--- config.mk ---
export PLATFORM = sky130hd
export DESIGN_NAME = csf_top
export DESIGN_NICKNAME = d
export VERILOG_FILES = /design/src/hw/csf_pkg.sv /design/src/hw/csf_acc_if.sv /design/src/hw/csf_alu.sv /design/src/hw/csf_timebase.sv /design/src/hw/csf_top.sv
export SDC_FILE = /design/constraint.sdc
export NUM_CORES = 1
export LEC_CHECK = 0
export ABC_AREA = 1
export BUFFER_PORTS_ARGS = -buffer_cell sky130_fd_sc_hd__buf_2
export CAP_MARGIN = 15
export CORE_ASPECT_RATIO = 1.75
export CORE_UTILIZATION = 50
export CTS_BUF_LIST = sky130_fd_sc_hd__clkbuf_8
export DETAILED_ROUTE_END_ITERATION = 12
export HOLD_SLACK_MARGIN = 0.05
export PLACE_DENSITY = 0.74
export SETUP_SLACK_MARGIN = 0.02
export SYNTH_ARGS = -nofsm -noshare
export SYNTH_HDL_FRONTEND = slang
export SYNTH_SLANG_ARGS = --single-unit
--- constraint.sdc ---
create_clock -name core_clk_i -period 3.2 [get_ports core_clk_i]
set_input_delay 0.48 -clock core_clk_i [delete_from_list [all_inputs] [get_ports core_clk_i]]
set_output_delay 0.48 -clock core_clk_i [all_outputs]
set_load 0.05 [all_outputs]
--- src/hw/csf_pkg.sv ---
// package: constants for the controller status flag block
package csf_pkg;
   // ----------------------------------------------------------------
   // clock and timebase half periods
   // ----------------------------------------------------------------
   localparam int unsigned CLK_HZ       = 125000000;
   localparam int unsigned MIN_HALF_MS  = 30000;
   localparam int unsigned SEC_HALF_MS  = 500;
   localparam int unsigned TEN_HALF_MS  = 50;
   localparam int unsigned TWE_HALF_MS  = 25;
   localparam int unsigned MS_CYCLES    = CLK_HZ / 1000;

   // ----------------------------------------------------------------
   // register map (byte addresses)
   // ----------------------------------------------------------------
   localparam logic [7:0] CTRL_OFF   = 8'h00;
   localparam logic [7:0] EVENT_OFF  = 8'h04;
   localparam logic [7:0] MAXSC_OFF  = 8'h08;
   localparam logic [7:0] ACC_OFF    = 8'h0c;
   localparam logic [7:0] OPER_OFF   = 8'h10;
   localparam logic [7:0] STAT_OFF   = 8'h14;
   localparam logic [7:0] SYNERR_OFF = 8'h18;
   localparam logic [7:0] SCANT_OFF  = 8'h1c;

   // ctrl fields
   localparam int CTRL_MODE_LSB = 0;  // 2 bits: mode switch
   localparam int CTRL_RUN_BIT  = 2;  // processor executing
   localparam int CTRL_TEST_BIT = 3;  // test mode
   localparam int CTRL_WD_LSB   = 8;  // 16 bits watchdog limit
   // event bits (write one to trigger)
   localparam int EV_SCAN_END  = 0;
   localparam int EV_STOP      = 1;
   localparam int EV_ENI       = 2;
   localparam int EV_DISI      = 3;
   localparam int EV_SYNTAX    = 4;
   localparam int EV_TBL_OVR   = 5;
   localparam int EV_WD_KICK   = 6;
   localparam int EV_CLR_ERR   = 7;
   localparam int EV_OP_LSB    = 8;  // 3 bits: accumulator op
   localparam int EV_CODE_LSB  = 16; // 16 bits syntax code

   localparam logic [31:0] MAXSC_RST = 32'h0001_e848;
   localparam logic [15:0] WD_RST    = 16'hffff;
   localparam logic [1:0]  RESP_OK   = 2'b00;
   localparam logic [1:0]  RESP_ERR  = 2'b10;

   typedef enum logic [1:0] {
      CSF_SW_STOP = 2'h0,
      CSF_SW_RUN  = 2'h1,
      CSF_SW_TERM = 2'h2
   } csf_sw_e;

   typedef enum logic [2:0] {
      CSF_OP_NONE = 3'h0,
      CSF_OP_CMP  = 3'h1,
      CSF_OP_ADD  = 3'h2,
      CSF_OP_SUB  = 3'h3,
      CSF_OP_ADDD = 3'h4,
      CSF_OP_SUBD = 3'h5,
      CSF_OP_LOAD = 3'h6
   } csf_op_e;
endpackage : csf_pkg

--- src/hw/csf_acc_if.sv ---
// interface: accumulator op request and resulting flags
`timescale 1ns/1ns
`default_nettype none
interface csf_acc_if;
   logic        go;
   logic [2:0]  op;
   logic [31:0] acc;
   logic [31:0] oper;
   logic [10:0] flags;
   modport core (output go, output op, output acc, output oper,
                 input flags);
   modport alu  (input go, input op, input acc, input oper,
                 output flags);
endinterface : csf_acc_if
`default_nettype wire

--- src/hw/csf_alu.sv ---
// accumulator result flag unit
`timescale 1ns/1ns
`default_nettype none
module csf_alu (
   input  wire logic core_clk_i,
   input  wire logic rstn_i,
   csf_acc_if.alu    a
);
   // flags: 0 lt,1 eq,2 gt,3 zero,4 hborrow,5 borrow,6 hcarry,
   // 7 carry,8 sign,9 overflow,10 load zero
   typedef struct packed {
      logic [10:0] flags;
   } csf_alu_s;
   csf_alu_s st_reg, st_next;
   logic [32:0] r32;
   logic [16:0] r16;
   logic [31:0] res;
   always_comb begin
      st_next = st_reg;
      r32     = 33'h0;
      r16     = 17'h0;
      res     = a.acc;
      if (a.go) begin
         case (a.op)
            csf_pkg::CSF_OP_CMP: begin
               st_next.flags[0] = $signed(a.acc) <  $signed(a.oper);
               st_next.flags[1] = a.acc == a.oper;
               st_next.flags[2] = $signed(a.acc) >  $signed(a.oper);
            end
            csf_pkg::CSF_OP_ADD: begin
               r16 = {1'b0, a.acc[15:0]} + {1'b0, a.oper[15:0]};
               st_next.flags[6] = r16[16];
               res = {16'h0, r16[15:0]};
               st_next.flags[9] = (a.acc[15] == a.oper[15]) &&
                                  (r16[15] != a.acc[15]);
            end
            csf_pkg::CSF_OP_SUB: begin
               r16 = {1'b0, a.acc[15:0]} - {1'b0, a.oper[15:0]};
               st_next.flags[4] = r16[16];
               res = {16'h0, r16[15:0]};
               st_next.flags[9] = (a.acc[15] != a.oper[15]) &&
                                  (r16[15] != a.acc[15]);
            end
            csf_pkg::CSF_OP_ADDD: begin
               r32 = {1'b0, a.acc} + {1'b0, a.oper};
               st_next.flags[7] = r32[32];
               res = r32[31:0];
               st_next.flags[9] = (a.acc[31] == a.oper[31]) &&
                                  (r32[31] != a.acc[31]);
            end
            csf_pkg::CSF_OP_SUBD: begin
               r32 = {1'b0, a.acc} - {1'b0, a.oper};
               st_next.flags[5] = r32[32];
               res = r32[31:0];
               st_next.flags[9] = (a.acc[31] != a.oper[31]) &&
                                  (r32[31] != a.acc[31]);
            end
            csf_pkg::CSF_OP_LOAD: begin
               res = a.oper;
               st_next.flags[10] = a.oper == 32'h0;
            end
            default: res = a.acc;
         endcase
         if (a.op != csf_pkg::CSF_OP_CMP &&
             a.op != csf_pkg::CSF_OP_NONE) begin
            st_next.flags[3] = res == 32'h0;
            st_next.flags[8] = res[31];
         end
      end
   end
   always_ff @(posedge core_clk_i or negedge rstn_i) begin
      if (!rstn_i) begin
         st_reg <= '0;
      end else begin
         st_reg <= st_next;
      end
   end
   assign a.flags = st_reg.flags;
endmodule : csf_alu
`default_nettype wire

--- src/hw/csf_timebase.sv ---
// free-running square wave timebases
`timescale 1ns/1ns
`default_nettype none
module csf_timebase #(
   parameter int unsigned MS_CYC = csf_pkg::MS_CYCLES
) (
   input  wire logic       core_clk_i,
   input  wire logic       rstn_i,
   output logic [3:0]      wave_o
);
   localparam int unsigned HALF [4] = '{csf_pkg::MIN_HALF_MS,
      csf_pkg::SEC_HALF_MS, csf_pkg::TEN_HALF_MS, csf_pkg::TWE_HALF_MS};
   typedef struct packed {
      logic [16:0]      pre;
      logic [3:0][15:0] cnt;
      logic [3:0]       wave;
   } csf_tb_s;
   csf_tb_s st_reg, st_next;
   logic ms_tick;
   assign ms_tick = st_reg.pre == 17'(MS_CYC - 1);
   always_comb begin
      st_next     = st_reg;
      st_next.pre = ms_tick ? 17'h0 : st_reg.pre + 17'h1;
      for (int i = 0; i < 4; i++) begin
         if (ms_tick) begin
            if (st_reg.cnt[i] == 16'(HALF[i] - 1)) begin
               st_next.cnt[i]  = 16'h0;
               st_next.wave[i] = ~st_reg.wave[i];
            end else begin
               st_next.cnt[i] = st_reg.cnt[i] + 16'h1;
            end
         end
      end
   end
   always_ff @(posedge core_clk_i or negedge rstn_i) begin
      if (!rstn_i) begin
         st_reg <= '0;
      end else begin
         st_reg <= st_next;
      end
   end
   assign wave_o = st_reg.wave;
endmodule : csf_timebase
`default_nettype wire

--- src/hw/csf_top.sv ---
// controller status flags with axi4-lite register access
// Function
// - first-scan flag only on first scan
// - one flag always on, one off
// - minute timebase: 30 s high, 30 s low
// - second timebase: 0.5 s each half
// - tenth-second timebase: 50 ms each half
// - twentieth-second timebase: 25 ms each half
// - alternate-scan flag toggles each scan
// - forced run: switch run and executing
// - terminal switch: run or program indication
// - test run and test stop indications
// - switch stop when switch at stop
// - instruction stop after stop instruction
// - interrupt-enabled after enable instruction
// - scan overrun when scan exceeds maximum
// - watchdog flag on watchdog expiry
// - syntax error flag plus stored code
// - table overrun on pointer out of bounds
// - compare sets exactly one relation flag
// - zero flag and load-zero flag
// - 16-bit carry and borrow flags
// - 32-bit carry and borrow flags
// - overflow on wrong sign; sign flag
//
// Local design decisions: the address map and the AXI4-Lite slave port.
`timescale 1ns/1ns
`default_nettype none
module csf_top #(
   parameter int unsigned MS_CYC = csf_pkg::MS_CYCLES
) (
   input  wire logic        core_clk_i,
   input  wire logic        rstn_i,
   input  wire logic [7:0]  s_axi_awaddr,
   input  wire logic        s_axi_awvalid,
   output logic             s_axi_awready,
   input  wire logic [31:0] s_axi_wdata,
   input  wire logic [3:0]  s_axi_wstrb,
   input  wire logic        s_axi_wvalid,
   output logic             s_axi_wready,
   output logic [1:0]       s_axi_bresp,
   output logic             s_axi_bvalid,
   input  wire logic        s_axi_bready,
   input  wire logic [7:0]  s_axi_araddr,
   input  wire logic        s_axi_arvalid,
   output logic             s_axi_arready,
   output logic [31:0]      s_axi_rdata,
   output logic [1:0]       s_axi_rresp,
   output logic             s_axi_rvalid,
   input  wire logic        s_axi_rready,
   output logic [31:0]      status_o
);
   // ----------------------------------------------------------------
   // state
   // ----------------------------------------------------------------
   typedef struct packed {
      logic        aw_got;
      logic [7:0]  aw_addr;
      logic        w_got;
      logic [31:0] w_data;
      logic [3:0]  w_strb;
      logic        bvalid;
      logic [1:0]  bresp;
      logic        rvalid;
      logic [1:0]  rresp;
      logic [31:0] rdata;

      logic [31:0] ctrl;
      logic [31:0] maxscan;
      logic [31:0] acc;
      logic [31:0] oper;

      logic        first_scan;
      logic        alt_scan;
      logic        instr_stop;
      logic        irq_en;
      logic        scan_ovr;
      logic        wd_exp;
      logic        syn_err;
      logic [15:0] syn_code;
      logic        tbl_ovr;
      logic [31:0] scan_cnt;
      logic [31:0] last_scan;
      logic [15:0] wd_cnt;
      logic        was_run;
      logic        go;
      logic [2:0]  op;
   } csf_top_s;
   csf_top_s st_reg, st_next;

   csf_acc_if   acc_bus ();
   logic [3:0]  waves;
   logic [31:0] rd_word;
   logic [31:0] ev;
   logic        wr_fire;
   logic        running;
   logic        run_edge;
   logic        wd_fire;
   logic [1:0]  sw;

   // ----------------------------------------------------------------
   // helpers
   // ----------------------------------------------------------------
   function automatic logic [31:0] merge(input logic [31:0] old,
                                         input logic [31:0] nw,
                                         input logic [3:0]  be);
      logic [31:0] r;
      r = old;
      for (int b = 0; b < 4; b++) begin
         if (be[b]) begin
            r[b*8 +: 8] = nw[b*8 +: 8];
         end
      end
      return r;
   endfunction : merge

   function automatic logic addr_ok(input logic [7:0] ad);
      return ad[1:0] == 2'b00 && ad <= csf_pkg::SCANT_OFF;
   endfunction : addr_ok

   // ----------------------------------------------------------------
   // sub-blocks
   // ----------------------------------------------------------------
   csf_timebase #(.MS_CYC(MS_CYC)) u_tb (
      .core_clk_i (core_clk_i),
      .rstn_i     (rstn_i),
      .wave_o     (waves)
   );

   csf_alu u_alu (
      .core_clk_i (core_clk_i),
      .rstn_i     (rstn_i),
      .a          (acc_bus.alu)
   );
   assign acc_bus.go   = st_reg.go;
   assign acc_bus.op   = st_reg.op;
   assign acc_bus.acc  = st_reg.acc;
   assign acc_bus.oper = st_reg.oper;

   // ----------------------------------------------------------------
   // status word
   // ----------------------------------------------------------------
   assign sw      = st_reg.ctrl[csf_pkg::CTRL_MODE_LSB +: 2];
   assign running = st_reg.ctrl[csf_pkg::CTRL_RUN_BIT];
   always_comb begin
      status_o     = 32'h0;
      status_o[0]  = st_reg.first_scan;
      status_o[1]  = 1'b1;
      status_o[2]  = 1'b0;
      status_o[6:3] = waves;
      status_o[7]  = st_reg.alt_scan;
      status_o[8]  = sw == csf_pkg::CSF_SW_RUN && running;
      status_o[9]  = sw == csf_pkg::CSF_SW_TERM && running;
      status_o[10] = st_reg.ctrl[csf_pkg::CTRL_TEST_BIT] &&
                     running;
      status_o[11] = st_reg.ctrl[csf_pkg::CTRL_TEST_BIT] &&
                     !running;
      status_o[12] = sw == csf_pkg::CSF_SW_TERM && !running;
      status_o[13] = sw == csf_pkg::CSF_SW_STOP;
      status_o[14] = st_reg.instr_stop;
      status_o[15] = st_reg.irq_en;
      status_o[16] = st_reg.scan_ovr;
      status_o[17] = st_reg.wd_exp;
      status_o[18] = st_reg.syn_err;
      status_o[19] = st_reg.tbl_ovr;
      status_o[30:20] = acc_bus.flags;
   end

   // ----------------------------------------------------------------
   // register read mux
   // ----------------------------------------------------------------
   always_comb begin
      rd_word = 32'h0;
      if (s_axi_araddr == csf_pkg::CTRL_OFF) begin
         rd_word = st_reg.ctrl;
      end else if (s_axi_araddr == csf_pkg::MAXSC_OFF) begin
         rd_word = st_reg.maxscan;
      end else if (s_axi_araddr == csf_pkg::ACC_OFF) begin
         rd_word = st_reg.acc;
      end else if (s_axi_araddr == csf_pkg::OPER_OFF) begin
         rd_word = st_reg.oper;
      end else if (s_axi_araddr == csf_pkg::STAT_OFF) begin
         rd_word = status_o;
      end else if (s_axi_araddr == csf_pkg::SYNERR_OFF) begin
         rd_word = {16'h0, st_reg.syn_code};
      end else if (s_axi_araddr == csf_pkg::SCANT_OFF) begin
         rd_word = st_reg.last_scan;
      end
   end

   // ----------------------------------------------------------------
   // bus handshake outputs
   // ----------------------------------------------------------------
   assign s_axi_awready = !st_reg.aw_got && !st_reg.bvalid;
   assign s_axi_wready  = !st_reg.w_got && !st_reg.bvalid;
   assign s_axi_arready = !st_reg.rvalid;
   assign s_axi_bvalid  = st_reg.bvalid;
   assign s_axi_bresp   = st_reg.bresp;
   assign s_axi_rvalid  = st_reg.rvalid;
   assign s_axi_rresp   = st_reg.rresp;
   assign s_axi_rdata   = st_reg.rdata;

   // ----------------------------------------------------------------
   // next state
   // ----------------------------------------------------------------
   always_comb begin
      st_next  = st_reg;
      st_next.go = 1'b0;
      ev       = 32'h0;
      wr_fire  = 1'b0;
      run_edge = 1'b0;
      wd_fire  = 1'b0;

      // capture address and data in either order
      if (s_axi_awvalid && s_axi_awready) begin
         st_next.aw_got  = 1'b1;
         st_next.aw_addr = s_axi_awaddr;
      end
      if (s_axi_wvalid && s_axi_wready) begin
         st_next.w_got  = 1'b1;
         st_next.w_data = s_axi_wdata;
         st_next.w_strb = s_axi_wstrb;
      end

      // commit one cycle after both halves are held
      if (st_reg.aw_got && st_reg.w_got) begin
         wr_fire        = 1'b1;
         st_next.aw_got = 1'b0;
         st_next.w_got  = 1'b0;
         st_next.bvalid = 1'b1;
         st_next.bresp  = addr_ok(st_reg.aw_addr) ?
                          csf_pkg::RESP_OK : csf_pkg::RESP_ERR;
         if (st_reg.aw_addr == csf_pkg::CTRL_OFF) begin
            st_next.ctrl = merge(st_reg.ctrl, st_reg.w_data,
                                 st_reg.w_strb);
         end else if (st_reg.aw_addr == csf_pkg::EVENT_OFF) begin
            ev = merge(32'h0, st_reg.w_data, st_reg.w_strb);
         end else if (st_reg.aw_addr == csf_pkg::MAXSC_OFF) begin
            st_next.maxscan = merge(st_reg.maxscan, st_reg.w_data,
                                    st_reg.w_strb);
         end else if (st_reg.aw_addr == csf_pkg::ACC_OFF) begin
            st_next.acc = merge(st_reg.acc, st_reg.w_data,
                                st_reg.w_strb);
         end else if (st_reg.aw_addr == csf_pkg::OPER_OFF) begin
            st_next.oper = merge(st_reg.oper, st_reg.w_data,
                                 st_reg.w_strb);
         end
      end

      if (st_reg.bvalid && s_axi_bready) begin
         st_next.bvalid = 1'b0;
      end

      // read answer one cycle after the take
      if (s_axi_arvalid && s_axi_arready) begin
         st_next.rvalid = 1'b1;
         st_next.rdata  = rd_word;
         st_next.rresp  = addr_ok(s_axi_araddr) ?
                          csf_pkg::RESP_OK : csf_pkg::RESP_ERR;
      end else if (st_reg.rvalid && s_axi_rready) begin
         st_next.rvalid = 1'b0;
      end

      // program-to-run transition restarts scan bookkeeping
      st_next.was_run = running;
      if (running && !st_reg.was_run) begin
         run_edge           = 1'b1;
         st_next.first_scan = 1'b1;
         st_next.alt_scan   = 1'b0;
         st_next.instr_stop = 1'b0;
         st_next.scan_cnt   = 32'h0;
      end else if (running) begin
         st_next.scan_cnt = st_reg.scan_cnt + 32'h1;
         if (ev[csf_pkg::EV_SCAN_END]) begin
            st_next.first_scan = 1'b0;
            st_next.alt_scan   = ~st_reg.alt_scan;
            st_next.last_scan  = st_reg.scan_cnt;
            st_next.scan_cnt   = 32'h0;
         end
      end
      if (running && st_reg.scan_cnt > st_reg.maxscan) begin
         st_next.scan_ovr = 1'b1;
      end

      // watchdog: reload on kick, expires at zero while running
      if (!running || run_edge || ev[csf_pkg::EV_WD_KICK] ||
          ev[csf_pkg::EV_SCAN_END]) begin
         st_next.wd_cnt = st_reg.ctrl[csf_pkg::CTRL_WD_LSB +: 16];
      end else if (st_reg.wd_cnt == 16'h0) begin
         wd_fire        = 1'b1;
         st_next.wd_exp = 1'b1;
      end else begin
         st_next.wd_cnt = st_reg.wd_cnt - 16'h1;
      end

      // instruction events
      if (ev[csf_pkg::EV_STOP]) begin
         st_next.instr_stop = 1'b1;
      end

      if (ev[csf_pkg::EV_ENI]) begin
         st_next.irq_en = 1'b1;
      end else if (ev[csf_pkg::EV_DISI]) begin
         st_next.irq_en = 1'b0;
      end

      if (ev[csf_pkg::EV_TBL_OVR]) begin
         st_next.tbl_ovr = 1'b1;
      end

      if (ev[csf_pkg::EV_SYNTAX]) begin
         st_next.syn_err  = 1'b1;
         st_next.syn_code = ev[csf_pkg::EV_CODE_LSB +: 16];
      end

      // accumulator op runs in the flag unit next cycle
      if (ev[csf_pkg::EV_OP_LSB +: 3] != 3'h0) begin
         st_next.go = 1'b1;
         st_next.op = ev[csf_pkg::EV_OP_LSB +: 3];
      end

      // error clear; a new event in the same cycle wins
      if (wr_fire && ev[csf_pkg::EV_CLR_ERR]) begin
         st_next.scan_ovr = running && st_reg.scan_cnt > st_reg.maxscan;
         st_next.wd_exp   = wd_fire;
         st_next.syn_err  = ev[csf_pkg::EV_SYNTAX];
         st_next.tbl_ovr  = ev[csf_pkg::EV_TBL_OVR];
      end
   end

   // ----------------------------------------------------------------
   // state register
   // ----------------------------------------------------------------
   always_ff @(posedge core_clk_i or negedge rstn_i) begin
      if (!rstn_i) begin
         st_reg            <= '0;
         st_reg.first_scan <= 1'b1;
         st_reg.maxscan    <= csf_pkg::MAXSC_RST;
         st_reg.ctrl       <= {8'h0, csf_pkg::WD_RST, 8'h0};
         st_reg.wd_cnt     <= csf_pkg::WD_RST;
      end else begin
         st_reg <= st_next;
      end
   end
endmodule : csf_top
`default_nettype wire

==> results of run 1 <==
[timing repair]
| action | 4_1_cts | 5_1_grt |
|---|---|---|
| gates resized for setup | 1 | 10 |
| buffers inserted | 0 | 1 |
| hold endpoints to repair | 94 | 0 |
| hold buffers | 22 | 0 |
| endpoints found under the setup margin | 1 | 1 |
[cells by family after synthesis]
kind of cell,synth area share [%]
fa+ha+maj,5.40
flops,41.2
other cells,0.0297
buf+inv,10.5
simple gates,26.7
xor+xnor,2.42
mux,0.662
compound gates,13.1
[worst paths after layout]
check | startpoint | endpoint | slack (ns) | depth (start not counted)
max reg2reg | acc_bus.oper[0] | u_alu.a.flags[3] | 0.26 | 20
min reg2reg | u_tb.st_reg[68] | u_tb.st_reg[68] | 0.47 | 1
max in group asynchronous | rstn_i | st_reg[72] | 1.77 | 3
min in group asynchronous | rstn_i | st_reg[286] | 0.42 | 2
min | s_axi_wdata[12] | st_reg[291] | 0.06 | 3
max | running | status_o[9] | 0.17 | 4
[power breakdown]
group | leakage [nW] | total, W | internal (W) | switching [W]
Clock | 0.745 | 0.00448 | 0.00233 | 0.00216
Sequential | 5.29 | 0.00678 | 0.00605 | 0.000732
Combinational | 7.91 | 0.00991 | 0.00286 | 0.00705
[synth_stat cells, types with 19 or more instances]
master | n | area, sq um
nand3_1 | 170 | 851
buf_4 | 53 | 398
nor2_1 | 311 | 1170
clkbuf_1 | 59 | 221
buf_2 | 28 | 140
nand2_1 | 884 | 3320
ha_1 | 106 | 1330
nor4_1 | 35 | 219
nor3_1 | 62 | 310
a21oi_1 | 197 | 986
dfrtp_1 | 375 | 9380
xor2_1 | 59 | 517
inv_1 | 489 | 1840
o21ai_0 | 276 | 1380
nand4_1 | 69 | 432
dfstp_2 | 40 | 1050
o2111ai_1 | 19 | 166
[layer usage]
metal / wire length (um) / share of wire [%]
met5: 0 / 0
met3: 5920 / 6.5
met4: 11200 / 12
met1: 30500 / 33
met2: 43600 / 48
[worst max-delay path: stages (launching register included)]
cell and delay [ns]:
dfrtp_1 0.60, clkinv_1 0.24, buf_4 0.26, nor3_2 0.41, buf_2 0.35
[cell type report]
cell class / count / share of cell area (%)
clock buffers: 70 / 3.41
flip-flops and latches: 415 / 36.9
multi-input cells: 2377 / 43.4
well taps: 660 / 2.92
diodes: 1 / 0.00885
repair buffers: 236 / 5.69
clock inverters: 41 / 1.03
inverters: 497 / 6.60
[through the flow]
step,cells,worst slack [ns],total power [W]
final,4297,0.167,0.0212
after CTS,4295,0.213,0.0209
after global routing,4297,0.0462,0.0223
after detailed placement,4162,0.253,0.0164
after global placement,4162,0.173,0.0164
after floorplan,3433,0.850,0.0130
==> summary.md, run 1 <==
| Metric | Value |
|---|---|
| Ys Warns | 0 |
| Worst min-delay path class | primary input to flop |
| Wire length per cell | 21.2 um |
| Syn avg cell area | 7.38 sq um |
| Vias per inst | 5.63 |
| Core Region | 49900 sq um |
| CP Max Fanout | 10 |
| Commonest non-fill, non-tap cell in the layout | nand2_1 |
| RSZ-0062 raised after global routing | false |
| Final core utilization | 56.7% |
| Slew headroom | 25.4% |
| Max FFs per register | between 200 and 250 |
| Dpl hpwl | 71900 um |
| Number of max-slew violations in the final report | 0 |
| Initial antenna violation count | 1 |
| Width of the die | 172 um |
| Status | complete, no violations |
| Min Clock Period, post-route | approximately 3 ns |
| Drt first-iter violations | 1747 |
| Cell Area, Placed | 26800 sq um |
| CTS Root Cell | clkbuf_8 |
| Worst setup SP type | flop |
| Clk slew on worst S/H paths | 0.07 ns |
| GR Util met3 | about 7% |
| Drt total wl | 91200 um |
| Slew @ Worst Pin | 1.12 ns |
| Cell Rows | 108 |
| Synth Register Bits | 415 |
| Required @ worst endpoint | 2.72 ns |
| Layout cell share with drive strength beyond 1 | 11.2% |
| Number of global-route vias before repair | 24200 |
| First-pass DRT Iterations | 6 |
| Register area | 10400 sq um |
| GRT Util Overall | between 30% and 40% |
| WP data arrival | 2.55 ns |
| Setup violators final | 0 |
| Worst skew pair latency | 0.69 ns |
| Mapped Area | 25300 sq um |
| PwrDens | 749 nW/um^2 |
| Initial Utilization | 50.8% |
| Fin nets | 3754 |
| Skew final | about 0.077 ns |
| RePlAce Congestion | between 1 and 1.5 |
| Ys async rst share | 100% |
| Sequential share of the synthesized area | 41.2% |
| Leakage | 13.9 nW |
| Top FF cell, synth | dfrtp_1 |
| GRT Max-Usage Layer | met2 |
| Multi-input logic area | 12300 sq um |
| Total gr overflow | 0 |
| CTS Buf Count | 60 |
| Number of synthesized flops with an enable pin | 0 |
| Pin count of the biggest net entering global routing | 88 |
| Routed vias | between 20000 and 25000 |
| WHS | 0.0631 ns |
| Maximum vdd drop | 0.393 mV |
| Critical setup path kind | flop to output port |
| Filler Cell Count | approximately 4700 |
| Die area | roughly 52000 sq um |
| Area growth syn-to-layout | 11.6% |
| Met2 global-route usage | 59.8% |
| Max Clk Rate | 330 MHz |
| Maxcap violations | 0 |
| Period utilization | a little over nine tenths |
| IO buf count | 126 |
| Number of cells produced by synthesis | 3430 |
| CTS tree | yes |
| Most frequent cells in the layout | 880 x nand2_1, 517 x inv_1, 373 x dfrtp_1 |
| First-pass GRT wire length | 137000 um |
| Design Area, Final | 28300 sq um |
| Drt drc | 0 |
| CP endpoint kind | output port |
| Die H | 300 um |
| Setup TNS | 0 ns |
| CTS max path bufs | 3 |
| Post-synth cell types | 60 |
| I/O pin cnt | 132 |
| Final hold violation count | 0 |
| Post-route ant nets | 0 |
| M1 GR Usage | a little under two fifths |
| Clock H-tree levels | 2 |
| CTS sink count | 415 |
Note: power is estimated with default switching activity, not from simulation.
==> run 2: changes to the inputs <==
PLACE_DENSITY = unset   (was 0.74)
PLACE_DENSITY_LB_ADDON = 0.08   (was unset)
==> run 2 against run 1 <==
Against the previous run: combinational power rose by 22%; register-to-register slack lost 0.14 ns; cell area rose by 2.7%; flip-flop and latch count unchanged; via count rose by 2.9%; critical path depth stayed put; core utilization increased by 1.5 points; sequential share of layout area down 0.96 points; clock power increased by 5.6%; power up 11%; clock skew down 0.040 ns; global-route usage is 3.3 points higher; critical path type unchanged.
==> summary.md, run 2 (same netlist as run 1, synthesis figures left out) <==
| Metric | Value |
|---|---|
| Status | complete, no violations (unchanged) |
| Filler Cell Count | 4719 (was 4732) |
| WHS | 0.0743 ns (was 0.0631 ns) |
| Worst skew pair latency | 0.66 ns (was 0.69 ns) |
| Most frequent cells in the layout | 878 x nand2_1, 498 x inv_1, 374 x dfrtp_1 (was 880 x nand2_1, 517 x inv_1, 373 x dfrtp_1) |
| Clock H-tree levels | 2 (unchanged) |
| Worst setup SP type | flop (unchanged) |
| Clk slew on worst S/H paths | 0.07 ns (about the same) |
| Maximum vdd drop | 0.472 mV (was 0.393 mV) |
| Pin count of the biggest net entering global routing | 84 (was 88) |
| Drt total wl | 100000 um (was 91200 um) |
| Hold Path Depth | 3 (unchanged) |
| Number of global-route vias before repair | 24600 (was 24200) |
| Register-to-Register Path Depth | 20 (unchanged) |
| CTS Root Cell | clkbuf_8 (unchanged) |
| Max Clk Rate | 321 MHz (was 330 MHz) |
| Setup TNS | 0 ns (unchanged) |
| Critical R2R Launch | acc_bus.oper[17] (was acc_bus.oper[0]) |
| Dpl hpwl | 80500 um (was 71900 um) |
| Post-route ant nets | 0 (unchanged) |
| GRT Util Overall | 39.4% (was 36.1%) |
| Width of the die | 172 um (unchanged) |
| Die H | 300 um (unchanged) |
| Critical setup path kind | flop to output port (unchanged) |
| I/O pin cnt | 132 (unchanged) |
| Cell Rows | 108 (unchanged) |
| Dpl cells | 4266 (was 4162) |
| IO buf count | 126 (unchanged) |
| Min Clock Period, post-route | 3.11 ns (was 3.03 ns) |
| Number of max-slew violations in the final report | 0 (unchanged) |
| Design Area, Final | 29000 sq um (was 28300 sq um) |
| Skew final | 0.0373 ns (was 0.0772 ns) |
| WP data arrival | 2.63 ns (was 2.55 ns) |
| Maxcap violations | 0 (unchanged) |
| Wire length per cell | 22.9 um (was 21.2 um) |
| RSZ-0062 raised after global routing | false (unchanged) |
| Die area | 51600 sq um (unchanged) |
| Vias per inst | 5.68 (was 5.63) |
| Fin nets | 3837 (was 3754) |
| CTS Buf Count | 59 (was 60) |
| Final hold violation count | 0 (unchanged) |
| Multi-input logic area | 12300 sq um (about the same) |
| Layout Cells excl Fill | 4383 (was 4297) |
| CTS sink count | 415 (unchanged) |
| Commonest non-fill, non-tap cell in the layout | nand2_1 (unchanged) |
| Initial Utilization | 50.8% (unchanged) |
| Slew headroom | 21.7% (was 25.4%) |
| HP Start | s_axi_wdata[3] (was s_axi_wdata[12]) |
| Core Region | 49900 sq um (unchanged) |
| Reg2reg end | u_alu.a.flags[3] (unchanged) |
| CP endpoint kind | output port (unchanged) |
| Register area | 10400 sq um (about the same) |
| Leakage | 14.4 nW (was 13.9 nW) |
| Layout cell share with drive strength beyond 1 | 14.4% (was 11.2%) |
| Drt drc | 0 (unchanged) |
| CTS max path bufs | 3 (unchanged) |
| Setup violators final | 0 (unchanged) |
| Period utilization | 97.3% (was 94.8%) |
| Slew @ Worst Pin | 1.16 ns (was 1.12 ns) |
| Required @ worst endpoint | 2.72 ns (about the same) |
| Post-CTS setup repair buffer count | 0 (unchanged) |
| Cell Area, Placed | 27600 sq um (was 26800 sq um) |
| Total gr overflow | 0 (unchanged) |
| Initial antenna violation count | 1 (unchanged) |
| Max FFs per register | 206 (unchanged) |
| PwrDens | 809 nW/um^2 (was 749 nW/um^2) |
| Drt first-iter violations | 1925 (was 1747) |
| CP Max Fanout | 9 (was 10) |
| WHS Endpoint | st_reg[282] (was st_reg[291]) |
| First-pass DRT Iterations | 8 (was 6) |
| CTS tree | yes (unchanged) |
| Routed vias | 24900 (was 24200) |
| Area growth syn-to-layout | 14.6% (was 11.6%) |
| Power after layout | 0.0235 W (was 0.0212 W) |
| RePlAce Congestion | 1.01 (was 1.08) |
| First-pass GRT wire length | 148000 um (was 137000 um) |
| Worst min-delay path class | primary input to flop (unchanged) |
| R2r setup slk | 0.12 ns (was 0.26 ns) |
[run 2: worst max path at each step]
stage                          from               end  slack (ns)  depth (start not counted)
floorplan            acc_bus.acc[0]  u_alu.a.flags[3]        0.85                         22
global placement    acc_bus.oper[4]  u_alu.a.flags[3]        0.05                         19
detailed placement  acc_bus.oper[5]  u_alu.a.flags[3]        0.06                         19
CTS                 acc_bus.oper[5]  u_alu.a.flags[3]        0.03                         19
global route        acc_bus.oper[6]  u_alu.a.flags[3]        0.02                         20
finish                      running       status_o[9]        0.09                          4
[run 2: stage by stage]
stage                     util (%)  setup slack [ns]
after floorplan                  -             0.850
after CTS                     58.1            0.0310
after detailed placement      55.4            0.0551
after global routing          58.2            0.0205
after global placement        55.4            0.0534
final                         58.2            0.0876
[run 2: final cells by class]
type	instances	area share, %
Multi-Input combinational cell	2377	42.4
Sequential cell	415	36.0
Timing Repair Buffer	320	7.77
Inverter	497	6.43
Clock buffer	75	3.56
Tap cell	660	2.85
Clock inverter	37	1.08
Antenna cell	2	0.0172
[run 2: timing repair]
item / CTS / global route
hold buffers: 3 / 0
endpoints found under the setup margin: 0 / 3
resized for setup: 0 / 15
hold endpoints to repair: 76 / 0
[run 2: critical path: stages, from the launching register on]
cell and delay, ns:
dfrtp_1 0.67, clkinv_1 0.20, buf_4 0.24, nor3_1 0.51, buf_2 0.38
[run 2: where the power goes]
part	internal (W)	switching [W]	leakage, nW	total, W
sequential	0.00605	0.000613	5.29	0.00666
clock	0.00253	0.00220	0.733	0.00473
combinational	0.00392	0.00816	8.33	0.0121
[run 2: per-layer routing]
metal | GRT usage [%] | vias up | share of wire, % | routed length (um)
li1 | - | 11600 | - | -
met1 | 40.4 | 11800 | 34 | 34200
met2 | 67.6 | 1052 | 49 | 49400
met3 | 5.71 | 411 | 5.5 | 5490
met4 | 37.4 | 0 | 11 | 11100
met5 | 0 | - | 0 | 0
==> run 3: changes to the inputs <==
SYNTH_HIERARCHICAL = 1   (was unset)
==> run 3 against run 2 <==
Against the previous run: synthesized cell count up 14%; cell area up 5.4%; clock power about the same; core utilization down 1.7 points; register-to-register slack about the same; power down 3.5%; worst hold slack better by 0.0025 ns; flip-flop and latch count unchanged; via count up 9.4%; maximum frequency up 1.1%; sequential power down 5.7%; first-iteration DRC count up 34%.
==> summary.md, run 3 <==
| Metric | Value |
|---|---|
| Combinational family with the most area after synthesis | simple AND/OR/NAND/NOR gates (unchanged) |
| Slew headroom | 33.8% (was 21.7%) |
| Status | complete, no violations (unchanged) |
| Initial antenna violation count | 8 (was 1) |
| Post-synth cell types | 58 (was 60) |
| Die area | 55600 sq um (was 51600 sq um) |
| XOR/XNOR Fraction of Synth Area | 2.47% (was 2.42%) |
| Layout cell share with drive strength beyond 1 | 13.6% (was 14.4%) |
| Adder-Cell Fraction of Synth Area | 5.00% (was 5.40%) |
| I/O pin cnt | 132 (unchanged) |
| Setup violators final | 0 (unchanged) |
| Max Clk Rate | 325 MHz (was 321 MHz) |
| Combinational power share | 51.4% (was 51.5%) |
| Required @ worst endpoint | 3.81 ns (was 2.72 ns) |
| Drt first-iter violations | 2572 (was 1925) |
| Number of cells produced by synthesis | 3912 (was 3430) |
| Slowest stage delay, CP | 0.45 ns (was 0.67 ns) |
| Dpl hpwl | 82700 um (was 80500 um) |
| Skew final | 0.0241 ns (was 0.0373 ns) |
| Setup WS post-layout | 0.122 ns (was 0.0876 ns) |
| CTS Root Cell | clkbuf_8 (unchanged) |
| P_sw | 0.0109 W (was 0.0110 W) |
| Fin nets | 4257 (was 3837) |
| Sequential share of the synthesized area | 38.2% (was 41.2%) |
| Worst min-delay path class | primary input to flop (unchanged) |
| GRT Util Overall | 40.7% (was 39.4%) |
| RePlAce Congestion | 1.16 (was 1.01) |
| Most frequent cells in the layout | 1181 x nand2_1, 467 x inv_1, 413 x nor2_1 (was 878 x nand2_1, 498 x inv_1, 374 x dfrtp_1) |
| Slowest CP cell | dfrtp_1 (unchanged) |
| Post-synth top area share | 34.4% (was 37.1%) |
| Post-Synth Simple-Gate Area | 33.2% (was 26.7%) |
| Clock H-tree levels | 2 (unchanged) |
| Sequential power share | 27.7% (was 28.4%) |
| Ys async rst share | 100% (unchanged) |
| Syn avg cell area | 6.98 sq um (was 7.38 sq um) |
| Drt drc | 0 (unchanged) |
| Wire length per cell | 22.7 um (was 22.9 um) |
| Pin count of the biggest net entering global routing | 103 (was 84) |
| Maximum vdd drop | 0.602 mV (was 0.472 mV) |
| Number of global-route vias before repair | 26300 (was 24600) |
| Max FFs per register | 206 (unchanged) |
| RSZ-0062 raised after global routing | false (unchanged) |
| Dpl cells | 4692 (was 4266) |
| PwrDens | 740 nW/um^2 (was 809 nW/um^2) |
| Total internal power | 0.0117 W (was 0.0125 W) |
| Area growth syn-to-layout | 12.1% (was 14.6%) |
| Most numerous cell in the Yosys netlist | nand2_1 (unchanged) |
| Total gr overflow | 0 (unchanged) |
| CP endpoint kind | flop (was output port) |
| Ys Warns | 6 (was 0) |
| Crit-path cells | inv_1 > ha_4 > clkinvlp_4 > a21oi_1 > o21ai_0 > buf_4 > a21oi_1 > nand4_1 > nand2_1 > nand2_1 > nand2_1 > nand2_1 > nor2_2 > nand3_1 > nand2_1 > nand2_1 > nand2_1 (was clkinv_1 > buf_4 > nor3_1 > buf_2) |
| CTS max path bufs | 3 (unchanged) |
| Largest area contributor in the netlist | dfrtp_1 (unchanged) |
| Number of max-slew violations in the final report | 0 (unchanged) |
| IO buf count | 126 (unchanged) |
| Slew @ Worst Pin | 0.993 ns (was 1.16 ns) |
| Synth Register Bits | 415 (unchanged) |
| Drt total wl | 110000 um (was 100000 um) |
| Power after layout | 0.0227 W (was 0.0235 W) |
| Initial Utilization | 50.4% (was 50.8%) |
| Clk slew on worst S/H paths | 0.07 ns (about the same) |
| Worst setup SP type | flop (unchanged) |
| Number of synthesized flops with an enable pin | 0 (unchanged) |
| Layout Cells excl Fill | 4833 (was 4383) |
| Vias per inst | 5.63 (was 5.68) |
| Final hold violation count | 0 (unchanged) |
| CTS sink count | 415 (unchanged) |
| Min Clock Period, post-route | 3.08 ns (was 3.11 ns) |
| CTS Buf Count | 60 (was 59) |
| First-pass GRT wire length | 164000 um (was 148000 um) |
| Synth Area in Compound Gates | 10.9% (was 13.1%) |
| Die H | 311 um (was 300 um) |
| Critical setup path kind | flop to flop (was flop to output port) |
| Dpl ws | -0.138 ns (was 0.0551 ns) |
| Mapped Area | 27300 sq um (was 25300 sq um) |
| Leakage | 15.5 nW (was 14.4 nW) |
| Switching Share | 48.3% (was 46.7%) |
| CTS tree | yes (unchanged) |
| Post-route ant nets | 0 (unchanged) |
| Count of buffer and inverter cells on the critical path | 3 (unchanged) |
| WP data arrival | 3.69 ns (was 2.63 ns) |
| Mux share of post-synthesis cell area | 0.206% (was 0.662%) |
| Cell Rows | 113 (was 108) |
| Largest delay share family, worst path | simple AND/OR/NAND/NOR gates (was buffers and inverters) |
| CP Max Fanout | 6 (was 9) |
| Most used cell, CP | nand2_1 |
| Period utilization | 96.2% (was 97.3%) |
| Core Region | 54200 sq um (was 49900 sq um) |
| Area contributors post-synth | dfrtp_1 34%, nand2_1 16%, inv_1 6.4% (was dfrtp_1 37%, nand2_1 13%, inv_1 7.2%) |
| Worst skew pair latency | 0.67 ns (was 0.66 ns) |
| First-pass DRT Iterations | 8 (unchanged) |
| Maxcap violations | 0 (unchanged) |
| Commonest non-fill, non-tap cell in the layout | nand2_1 (unchanged) |
| Clock share of power | 20.9% (was 20.1%) |
| Width of the die | 179 um (was 172 um) |
| Top cells by count, synth | 1190 x nand2_1, 463 x inv_1, 417 x nor2_1 (was 884 x nand2_1, 489 x inv_1, 375 x dfrtp_1) |
| Routed vias | 27200 (was 24900) |
| Top FF cell, synth | dfrtp_1 (unchanged) |
-- run 3: layout make-up --
class | count | area, sq um
antenna | 3 | 7.51
inverter | 480 | 1820
multi-input combinational | 2864 | 14300
tap | 690 | 863
clock buffer | 81 | 1110
sequential | 415 | 10400
clock inverter | 31 | 225
timing repair buffer | 269 | 1870
fill | 5486 | 23500
-- run 3: final timing paths --
check,from,to,slack (ns),depth (start not counted)
worst max-delay path,acc_bus.oper[23],u_alu/a.flags[3],0.12,17
worst min-delay path,s_axi_wdata[25],st_reg[304],0.08,3
worst max register to register,acc_bus.oper[23],u_alu/a.flags[3],0.12,17
worst min register to register,s_axi_rdata[23],s_axi_rdata[23],0.47,2
max in group asynchronous,rstn_i,u_tb/st_reg[19],1.84,3
min in group asynchronous,rstn_i,s_axi_rdata[24],0.32,2
-- run 3: what timing repair did --
action | in CTS | in global routing
resized for setup | 2 | 33
hold buffers | 24 | 0
pin swaps | 0 | 1
hold endpoints to repair | 65 | 0
buffers inserted | 0 | 1
setup endpoints to repair | 4 | 5
-- run 3: worst register-to-register path: stages, from the launching register on --
cell and delay, ns:
dfrtp_1 0.45, inv_1 0.12, ha_4 0.42, clkinvlp_4 0.26, a21oi_1 0.32, o21ai_0 0.15
buf_4 0.17, a21oi_1 0.27, nand4_1 0.13, nand2_1 0.09, nand2_1 0.05, nand2_1 0.05
nand2_1 0.06, nor2_2 0.20, nand3_1 0.10, nand2_1 0.08, nand2_1 0.05, nand2_1 0.05
-- run 3: kinds of logic (layout without fill, tap and decap cells) --
group	Yosys count	count (layout)
simple gates	2133	2133
buf+inv	636	861
compound gates	536	536
flops	415	415
fa+ha+maj	108	108
xor+xnor	77	77
mux	5	5
other cells	2	8
-- run 3: per-stage QoR --
stage / util [%] / TNS (ns) / area (sq um) / hold slack (ns)
floorplan: - / 0 / 27300 / 0.184
global placement: 53.3 / -0.401 / 28900 / 0.440
detailed placement: 53.3 / -0.334 / 28900 / 0.441
CTS: 56.3 / 0 / 30500 / 0.0520
global route: 56.5 / 0 / 30600 / 0.0688
finish: 56.5 / 0 / 30600 / 0.0769
-- run 3: power by group through the flow --
| stage | Combinational, W | Clock, W | Sequential [W] |
|---|---|---|---|
| detailed placement | 0.0107 | 0 | 0.00634 |
| floorplan | 0.00650 | 0 | 0.00623 |
| CTS | 0.0108 | 0.00481 | 0.00625 |
| global placement | 0.0107 | 0 | 0.00633 |
| global route | 0.0125 | 0.00503 | 0.00632 |
| finish | 0.0116 | 0.00473 | 0.00628 |
-- run 3: metal layers --
metal	routed length [um]	up-vias	GRT usage, %
met1	36900	12700	42.7
li1	-	12900	-
met5	67	-	0
met4	12900	10	36.6
met3	7950	528	9.69
met2	52100	1129	66.5
